## src/bl_cfg_pkg.sv

```systemverilog
// Purpose: Shared constants and types for the backlight config bank
// Assumes: 32-bit AXI4-Lite, printed offsets kept as word indexes
// Notes:   Byte address of each register is four times its index
package bl_cfg_pkg;

	// Bus geometry
	localparam int ADDR_W = 12;
	localparam int DATA_W = 32;

	// Word indexes of the registers
	localparam logic [7:0] IDX_DIM_SLOPE   = 8'hA1;
	localparam logic [7:0] IDX_BOOST_DIM   = 8'hA2;
	localparam logic [7:0] IDX_GUARD_PWM   = 8'hA3;
	localparam logic [7:0] IDX_FIXED_BOOST = 8'hB0;
	localparam logic [7:0] IDX_STATUS      = 8'hB1;

	// Byte addresses derived from the indexes
	localparam logic [ADDR_W-1:0] ADDR_DIM_SLOPE   = {2'b00, IDX_DIM_SLOPE, 2'b00};
	localparam logic [ADDR_W-1:0] ADDR_BOOST_DIM   = {2'b00, IDX_BOOST_DIM, 2'b00};
	localparam logic [ADDR_W-1:0] ADDR_GUARD_PWM   = {2'b00, IDX_GUARD_PWM, 2'b00};
	localparam logic [ADDR_W-1:0] ADDR_FIXED_BOOST = {2'b00, IDX_FIXED_BOOST,
		2'b00};
	localparam logic [ADDR_W-1:0] ADDR_STATUS      = {2'b00, IDX_STATUS, 2'b00};

	// Values after reset
	localparam logic [7:0] RST_DIM_SLOPE   = 8'h00;
	localparam logic [7:0] RST_BOOST_DIM   = 8'h00;
	localparam logic [7:0] RST_GUARD_PWM   = 8'h00;
	localparam logic [7:0] RST_FIXED_BOOST = 8'h00;

	// Field positions
	localparam int BIT_AUTO_DIM     = 5; // in dim/slope register
	localparam int BIT_ADAPT_RATE   = 6; // in boost/dimming register
	localparam int BIT_SMOOTH_RAMP  = 5;
	localparam int BIT_SPLIT_SEL    = 4;
	localparam int BIT_ADAPT_EN     = 3;
	localparam int BIT_STAGGER      = 5; // in guard/pwm register
	localparam int RATE_MSB         = 4;
	localparam int RATE_LSB         = 0;

	// Adaptive pacing: update on this count value, once per sixteen PWM cycles when slow
	localparam int PACE_W = 4;
	localparam logic [PACE_W-1:0] PACE_LAST = 4'hF;

	// AXI responses
	localparam logic [1:0] RESP_OKAY   = 2'b00;
	localparam logic [1:0] RESP_SLVERR = 2'b10;

	// Dimming scheme in force
	typedef enum logic [1:0] {
		DIM_PWM_ONLY  = 2'b00,
		DIM_SPLIT_50  = 2'b01,
		DIM_SPLIT_25  = 2'b10
	} dim_mode_t;

	// Write channel state, one-hot
	typedef enum logic [1:0] {
		WR_IDLE = 2'b01,
		WR_RESP = 2'b10
	} wr_state_t;

endpackage

```

## src/adapt_pace_if.sv

```systemverilog
// Purpose: Carries PWM cycle ticks and adaptive update pulses
// Assumes: All signals on the block clock
// Notes:   Pacer drives update and count, bank drives the rest
`timescale 1ns/10ps
interface adapt_pace_if;
	logic cycle_done;
	logic slow_rate;
	logic enable;
	logic update;
	logic [3:0] count;

	modport bank  (output cycle_done, output slow_rate, output enable,
		input update, input count);
	modport pacer (input cycle_done, input slow_rate, input enable,
		output update, output count);
endinterface

```

## src/adapt_pacer.sv

```systemverilog
// Purpose: Paces adaptive boost updates against PWM cycles
// Assumes: cycle_done is a one-cycle pulse per PWM or phase cycle
// Notes:   Counter restarts while adaptive control is off
`timescale 1ns/10ps
module adapt_pacer
	import bl_cfg_pkg::*;
(
	// Clock and reset
	input  wire logic clk,
	input  wire logic rst,
	// Pacing link
	adapt_pace_if.pacer pace
);

	logic [PACE_W-1:0] count;

	// Counts PWM cycles, wraps after sixteen
	always_ff @(posedge clk) begin
		if (rst || !pace.enable) begin
			count <= '0;
		end else if (pace.cycle_done) begin
			count <= count + 4'h1;
		end
	end

	// Update every cycle, or only on the sixteenth when slow
	always_ff @(posedge clk) begin
		if (rst || !pace.enable) begin
			pace.update <= 1'b0;
		end else begin
			pace.update <= pace.cycle_done &&
				(!pace.slow_rate || count == PACE_LAST);
		end
	end

	assign pace.count = count;

endmodule

```

## src/backlight_boost_pwm_config.sv

```systemverilog
// Purpose: Configuration bank for boost converter and LED PWM engine
// Assumes: AXI4-Lite slave; pwm_cycle_done comes from same-clock logic
// Notes:   One write and one read handled at a time
//
// Summary of operation
// - Smooth-ramp bit set makes brightness changes use the advanced ramp.
// - Split bit picks 50% mode at 0, 25% mode at 1.
// - Adaptive bit clear holds boost at the fixed boost level.
// - Stagger bit selects phase-shifted PWM at 1, normal PWM at 0.
// - Five-bit code in bits 4:0 selects the PWM output frequency.
// - Split choice applies only with auto dimming on; else PWM only.
`timescale 1ns/10ps
module backlight_boost_pwm_config
	import bl_cfg_pkg::*;
(
	// Clock and reset
	input  wire logic                      clk,
	input  wire logic                      rst,
	// AXI4-Lite write address
	input  wire logic [bl_cfg_pkg::ADDR_W-1:0] s_axi_awaddr,
	input  wire logic                      s_axi_awvalid,
	output      logic                      s_axi_awready,
	// AXI4-Lite write data
	input  wire logic [bl_cfg_pkg::DATA_W-1:0] s_axi_wdata,
	input  wire logic [3:0]                s_axi_wstrb,
	input  wire logic                      s_axi_wvalid,
	output      logic                      s_axi_wready,
	// AXI4-Lite write response
	output      logic [1:0]                s_axi_bresp,
	output      logic                      s_axi_bvalid,
	input  wire logic                      s_axi_bready,
	// AXI4-Lite read address
	input  wire logic [bl_cfg_pkg::ADDR_W-1:0] s_axi_araddr,
	input  wire logic                      s_axi_arvalid,
	output      logic                      s_axi_arready,
	// AXI4-Lite read data
	output      logic [bl_cfg_pkg::DATA_W-1:0] s_axi_rdata,
	output      logic [1:0]                s_axi_rresp,
	output      logic                      s_axi_rvalid,
	input  wire logic                      s_axi_rready,
	// PWM engine tick
	input  wire logic                      pwm_cycle_done,
	// Controls to the analog and PWM logic
	output      logic                      smooth_ramp_enable,
	output      bl_cfg_pkg::dim_mode_t     dim_mode,
	output      logic                      adaptive_output_enable,
	output      logic [7:0]                boost_setpoint,
	output      logic                      boost_hold_fixed,
	output      logic                      adapt_update,
	output      logic                      phase_stagger_enable,
	output      logic [4:0]                pwm_rate_code
);

	import bl_cfg_pkg::*;

	// Register storage
	logic [7:0] dim_and_slope_config;
	logic [7:0] boost_and_dimming_config;
	logic [7:0] supply_guard_and_pwm_config;
	logic [7:0] fixed_boost_level;

	// Write channel bookkeeping
	wr_state_t             wr_state;
	logic                  aw_held;
	logic                  w_held;
	logic [ADDR_W-1:0]     aw_addr;
	logic [DATA_W-1:0]     w_data;
	logic [3:0]            w_strb;
	logic                  do_write;
	logic                  wr_hit;
	logic                  rd_hit;
	logic [DATA_W-1:0]     next_rdata;

	adapt_pace_if pace ();

	// Write address and data are ready until their beat is held; read address until rvalid
	assign s_axi_awready = (wr_state == WR_IDLE) && !aw_held;
	assign s_axi_wready  = (wr_state == WR_IDLE) && !w_held;
	assign s_axi_arready = !s_axi_rvalid;

	// Commit once address and data have both arrived
	assign do_write = (wr_state == WR_IDLE) &&
		(aw_held || s_axi_awvalid) && (w_held || s_axi_wvalid);

	// Capture address and data in either order
	always_ff @(posedge clk) begin
		if (rst) begin
			aw_held <= 1'b0;
			w_held  <= 1'b0;
			aw_addr <= '0;
			w_data  <= '0;
			w_strb  <= '0;
		end else if (do_write) begin
			aw_held <= 1'b0;
			w_held  <= 1'b0;
		end else begin
			if (s_axi_awvalid && s_axi_awready) begin
				aw_held <= 1'b1;
				aw_addr <= s_axi_awaddr;
			end
			if (s_axi_wvalid && s_axi_wready) begin
				w_held <= 1'b1;
				w_data <= s_axi_wdata;
				w_strb <= s_axi_wstrb;
			end
		end
	end

	// Effective beat contents at commit time
	logic [ADDR_W-1:0] eff_addr;
	logic [7:0]        eff_byte;
	logic              eff_lane0;
	assign eff_addr  = aw_held ? aw_addr : s_axi_awaddr;
	assign eff_byte  = w_held ? w_data[7:0] : s_axi_wdata[7:0];
	assign eff_lane0 = w_held ? w_strb[0] : s_axi_wstrb[0];

	// Address decode for writes; status is read-only
	always_comb begin
		case (eff_addr)
			ADDR_DIM_SLOPE, ADDR_BOOST_DIM, ADDR_GUARD_PWM,
			ADDR_FIXED_BOOST: begin
				wr_hit = 1'b1;
			end
			default: begin
				wr_hit = 1'b0;
			end
		endcase
	end

	// Write response sequencing
	always_ff @(posedge clk) begin
		if (rst) begin
			wr_state     <= WR_IDLE;
			s_axi_bvalid <= 1'b0;
			s_axi_bresp  <= RESP_OKAY;
		end else begin
			case (wr_state)
				WR_IDLE: begin
					if (do_write) begin
						wr_state     <= WR_RESP;
						s_axi_bvalid <= 1'b1;
						s_axi_bresp  <= wr_hit ? RESP_OKAY : RESP_SLVERR;
					end
				end
				WR_RESP: begin
					if (s_axi_bready) begin
						wr_state     <= WR_IDLE;
						s_axi_bvalid <= 1'b0;
					end
				end
				default: begin
					wr_state     <= WR_IDLE;
					s_axi_bvalid <= 1'b0;
				end
			endcase
		end
	end

	// Register writes through byte lane zero
	always_ff @(posedge clk) begin
		if (rst) begin
			dim_and_slope_config        <= RST_DIM_SLOPE;
			boost_and_dimming_config    <= RST_BOOST_DIM;
			supply_guard_and_pwm_config <= RST_GUARD_PWM;
			fixed_boost_level           <= RST_FIXED_BOOST;
		end else if (do_write && eff_lane0) begin
			case (eff_addr)
				ADDR_DIM_SLOPE: begin
					dim_and_slope_config <= eff_byte;
				end
				ADDR_BOOST_DIM: begin
					boost_and_dimming_config <= eff_byte;
				end
				ADDR_GUARD_PWM: begin
					supply_guard_and_pwm_config <= eff_byte;
				end
				ADDR_FIXED_BOOST: begin
					fixed_boost_level <= eff_byte;
				end
				default: begin
				end
			endcase
		end
	end

	// Read data mux; status shows the mode in force and pacing count
	always_comb begin
		next_rdata = '0;
		rd_hit     = 1'b1;
		case (s_axi_araddr)
			ADDR_DIM_SLOPE: begin
				next_rdata[7:0] = dim_and_slope_config;
			end
			ADDR_BOOST_DIM: begin
				next_rdata[7:0] = boost_and_dimming_config;
			end
			ADDR_GUARD_PWM: begin
				next_rdata[7:0] = supply_guard_and_pwm_config;
			end
			ADDR_FIXED_BOOST: begin
				next_rdata[7:0] = fixed_boost_level;
			end
			ADDR_STATUS: begin
				next_rdata[7:0] = {pace.count, boost_hold_fixed, 1'b0,
					dim_mode};
			end
			default: begin
				rd_hit = 1'b0;
			end
		endcase
	end

	// Read response, held until taken
	always_ff @(posedge clk) begin
		if (rst) begin
			s_axi_rvalid <= 1'b0;
			s_axi_rdata  <= '0;
			s_axi_rresp  <= RESP_OKAY;
		end else if (s_axi_arvalid && s_axi_arready) begin
			s_axi_rvalid <= 1'b1;
			s_axi_rdata  <= next_rdata;
			s_axi_rresp  <= rd_hit ? RESP_OKAY : RESP_SLVERR;
		end else if (s_axi_rready) begin
			s_axi_rvalid <= 1'b0;
		end
	end

	// Control outputs derived from the stored fields
	always_ff @(posedge clk) begin
		if (rst) begin
			smooth_ramp_enable     <= 1'b0;
			dim_mode               <= DIM_PWM_ONLY;
			adaptive_output_enable <= 1'b0;
			boost_hold_fixed       <= 1'b1;
			boost_setpoint         <= RST_FIXED_BOOST;
			phase_stagger_enable   <= 1'b0;
			pwm_rate_code          <= '0;
		end else begin
			smooth_ramp_enable <= boost_and_dimming_config[BIT_SMOOTH_RAMP];
			if (!dim_and_slope_config[BIT_AUTO_DIM]) begin
				dim_mode <= DIM_PWM_ONLY;
			end else if (boost_and_dimming_config[BIT_SPLIT_SEL]) begin
				dim_mode <= DIM_SPLIT_25;
			end else begin
				dim_mode <= DIM_SPLIT_50;
			end
			adaptive_output_enable <= boost_and_dimming_config[BIT_ADAPT_EN];
			boost_hold_fixed <= !boost_and_dimming_config[BIT_ADAPT_EN];
			boost_setpoint   <= fixed_boost_level;
			phase_stagger_enable <= supply_guard_and_pwm_config[BIT_STAGGER];
			pwm_rate_code <=
				supply_guard_and_pwm_config[RATE_MSB:RATE_LSB];
		end
	end

	// Adaptive loop pacing
	assign pace.cycle_done = pwm_cycle_done;
	assign pace.slow_rate  = boost_and_dimming_config[BIT_ADAPT_RATE];
	assign pace.enable     = boost_and_dimming_config[BIT_ADAPT_EN];
	assign adapt_update    = pace.update;

	adapt_pacer adapt_pacer_i (
		.clk  (clk),
		.rst  (rst),
		.pace (pace)
	);

endmodule

```

## config.mk

```make
export PLATFORM = sky130hd
export DESIGN_NAME = backlight_boost_pwm_config
export DESIGN_NICKNAME = d
export VERILOG_FILES = /design/src/bl_cfg_pkg.sv /design/src/adapt_pace_if.sv /design/src/adapt_pacer.sv /design/src/backlight_boost_pwm_config.sv
export SDC_FILE = /design/constraint.sdc
export NUM_CORES = 1
export LEC_CHECK = 0
export ABC_AREA = 1
export BUFFER_PORTS_ARGS = -buffer_cell sky130_fd_sc_hd__buf_2
export CAP_MARGIN = 10
export CORE_MARGIN = 2
export CORE_UTILIZATION = 50
export CTS_BUF_LIST = sky130_fd_sc_hd__clkbuf_2
export DETAILED_ROUTE_END_ITERATION = 8
export GPL_TIMING_DRIVEN = 0
export PLACE_DENSITY = 0.83
export SYNTH_ARGS = -nofsm -noshare
export SYNTH_HDL_FRONTEND = slang
export SYNTH_HIERARCHICAL = 1
export SYNTH_SLANG_ARGS = --single-unit
```

## constraint.sdc

```tcl
create_clock -name clk -period 3.93 [get_ports clk]
set_input_delay 0.393 -clock clk [delete_from_list [all_inputs] [get_ports clk]]
set_output_delay 0.393 -clock clk [all_outputs]
set_load 0.005 [all_outputs]
```

==> results.tsv <==
metric	value	unit
numCtsBuffers	9	
globalplace.congestion	0.894	
netlist_instances	622	
max_freq	528	MHz
ios	129	
comb_power_share	15.5	%
drv_slew	0	
fin_skew	0.0270	ns
routed_wirelength	10400	µm
reg2reg_to	fixed_boost_level[2]	
cp_top_family	flip-flops	
drc	0	
critPathLaunch	aw_held	
cp-end-kind	output port	
hold_viol_final	0	
die_y	96.9	µm
critPathLaunchType	flip-flop	
totalPowerFinal	1.77	mW
cp.depth	3	
grt_overflow_total	0	
fill_cells	752	
synth_cell_types	34	
synth_area_per_cell	6.93	µm²
port_buffers	75	
grt_util_met2	37.1	%
clock_latency	0.54	ns
cts_root_buf	clkbuf_2	
crit_path_max_incr_delay	0.43	ns
num_rows	33	
ant_nets	0	
dieArea	9380	µm²
hold_path.class	input port to flip-flop	
power.switching	0.499	mW
grt_util_all_layers	21.9	%
drt_iter0_drc	225	
crit_fanout	10	
fin_tns_setup	0	ns
grt_pass1_wl	16900	µm
fp.coreArea	8300	µm²
status	complete, no violations	
arrival	1.50	ns
viasPerCell	4.86	
cts_tree	done	
placed_area	4910	µm²
antenna_found_initial	0	
start_util	52.0	%
vias	4095	
grtUsageMet3	3.54	%
crit_path_end	s_axi_awready	
synth_edf_count	0	
worstReg2RegStart	aw_held	
maxCapViolations	0	
drtPass1Iterations	5	
fin_crit	1.89	ns
power_switching_share	28.2	%
seqPwrFrac	55.8	%
internal_power	1.27	mW
reg2reg_slack	2.15	ns
rr_worst_depth	9	
place_ws	1.93	ns
first_global_vias	3715	
postCtsSetupBuffers	0	
slowest_stage	dfxtp_1	
area_delta_synth_final	16.9	%
busiest_layer	met2	
ys_seq_area_share	42.7	%
slew_headroom	56.0	%
design_area	5040	µm²
met1_usage	27.2	%
finalCritPeriodShare	48.2	%
clkSinkCount	92	
critPathBufInv	2	
die_w	96.9	µm
crit_required	3.54	ns
grt_setup_unrepaired	no	
nNetsFinal	802	
grt_max_degree	15	
leakage	2.45	nW
path_cells	buf_6, nor2_1, buf_2	
clk_pin_slew_worst_paths	0.25	ns
drive_above_1_share	19.5	%
postCtsHoldBufs	0	
async_flop_share	0	%
insertedDiodeCount	0	
postCtsResizedCells	0	
crit_type	flip-flop to output port	
synth_seq_cells	92	
dp_hpwl	7680	µm
fin_util	60.7	%
htree_num_levels	3	
cts_buffer_depth	2	
synth_flop_cell	dfxtp_1	
worstMarginPinSlew	0.660	ns
synth_area	4310	µm²
ir_drop	211	µV
clockPowerShare	28.7	%
yosysWarnings	6	
layout_setup_ws	2.04	ns
finalSetupViolations	0	
wl_per_cell	12.3	µm
p_per_area	352	nW/µm²
## cell usage in the layout (no fill, tap or decap), types with 12 or more instances in the layout
| cell | count |
|---|---|
| o21ai_1 | 30 |
| a21oi_1 | 46 |
| nor2_1 | 96 |
| inv_1 | 111 |
| dfxtp_1 | 92 |
| buf_2 | 77 |
| o21ai_0 | 37 |
| clkbuf_1 | 12 |
| nand2_1 | 109 |
| nand3_1 | 13 |
| buf_4 | 26 |
| conb_1 | 26 |
## area by class of cell
cell class | instances | area [µm²] | share of cell area [%]
Buffer | 45 | 307 | 6.08
Clock buffer | 9 | 45.0 | 0.894
Clock inverter | 7 | 81.3 | 1.61
Inverter | 112 | 420 | 8.34
Multi-Input combinational cell | 398 | 1840 | 36.5
Sequential cell | 92 | 1840 | 36.5
Tap cell | 105 | 131 | 2.61
Timing Repair Buffer | 75 | 375 | 7.45
## power by group through the flow
stage	registers, mW	logic [mW]	clock network, mW
3_5_place_dp	1.01	0.269	0
3_3_place_gp	1.01	0.260	0
6_report	0.989	0.274	0.509
2_1_floorplan	1.00	0.181	0
4_1_cts	0.989	0.270	0.517
5_1_grt	0.993	0.305	0.556
## worst register-to-register path, stage by stage, from the launching register on
cell     delay [ns]
dfxtp_1        0.52
buf_6          0.19
nand2_2        0.06
nor3_2         0.12
nand3_2        0.12
nand2_4        0.16
nand3_4        0.16
buf_6          0.19
o21ai_1        0.13
nor2_1         0.05
## metrics by stage
step	hold slack [ns]	std cells
after detailed placement	0.438	827
after CTS	0.0644	843
after global placement	0.431	827
after global routing	0.0873	843
final	0.100	843
after floorplan	0.422	647
## Yosys cell counts, types with 9 or more instances
| cell | instances | share of area [%] |
|---|---|---|
| nand3_1 | 13 | 1.5 |
| dfxtp_1 | 92 | 43 |
| inv_1 | 111 | 9.7 |
| a21oi_1 | 46 | 5.3 |
| nor2_1 | 96 | 8.4 |
| nand2_1 | 109 | 9.5 |
| clkbuf_1 | 12 | 1.0 |
| buf_4 | 26 | 4.5 |
| o21ai_0 | 37 | 4.3 |
| o21ai_1 | 30 | 3.5 |
| nor2_2 | 9 | 1.3 |
## how the worst min path moves through the flow
stage,from,endpoint,depth (start not counted)
detailed placement,boost_and_dimming_config[5],smooth_ramp_enable,2
floorplan,boost_and_dimming_config[4],dim_mode[0],1
CTS,s_axi_bready,s_axi_bvalid,3
finish,pwm_cycle_done,adapt_pacer_i/pace.count[1],2
global placement,boost_and_dimming_config[4],dim_mode[0],1
global route,pwm_cycle_done,adapt_pacer_i/pace.count[1],2
## layer usage
metal,routed length [µm],vias to the layer above
met4,311,0
met1,4450,1833
met5,0,-
met2,4960,160
met3,677,26
li1,-,2076
## kinds of logic (layout without fill, tap and decap cells)
| logic type | after synthesis | after routing | share of synthesized area (%) |
|---|---|---|---|
| AND/OR/NAND/NOR | 251 | 251 | 25.6 |
| buffers and inverters | 157 | 248 | 16.9 |
| AO/OA/AOI/OAI | 119 | 119 | 14.3 |
| flip-flops | 92 | 92 | 42.7 |
| adder cells (fa/ha/maj) | 1 | 1 | 0.290 |
| other | 1 | 26 | 0.0869 |
| multiplexers | 1 | 1 | 0.232 |
## registers in the layout (all words and copies together), names as in the netlist, 2 cells and up
name,cells
pwm_rate_code,5
dim_mode,2
adapt_pacer_i/pace.count,4
w_data,8
boost_and_dimming_config,8
boost_setpoint,8
s_axi_rdata,8
aw_addr,12
dim_and_slope_config,8
fixed_boost_level,8
supply_guard_and_pwm_config,8
Power figures use the tool's default switching activity.
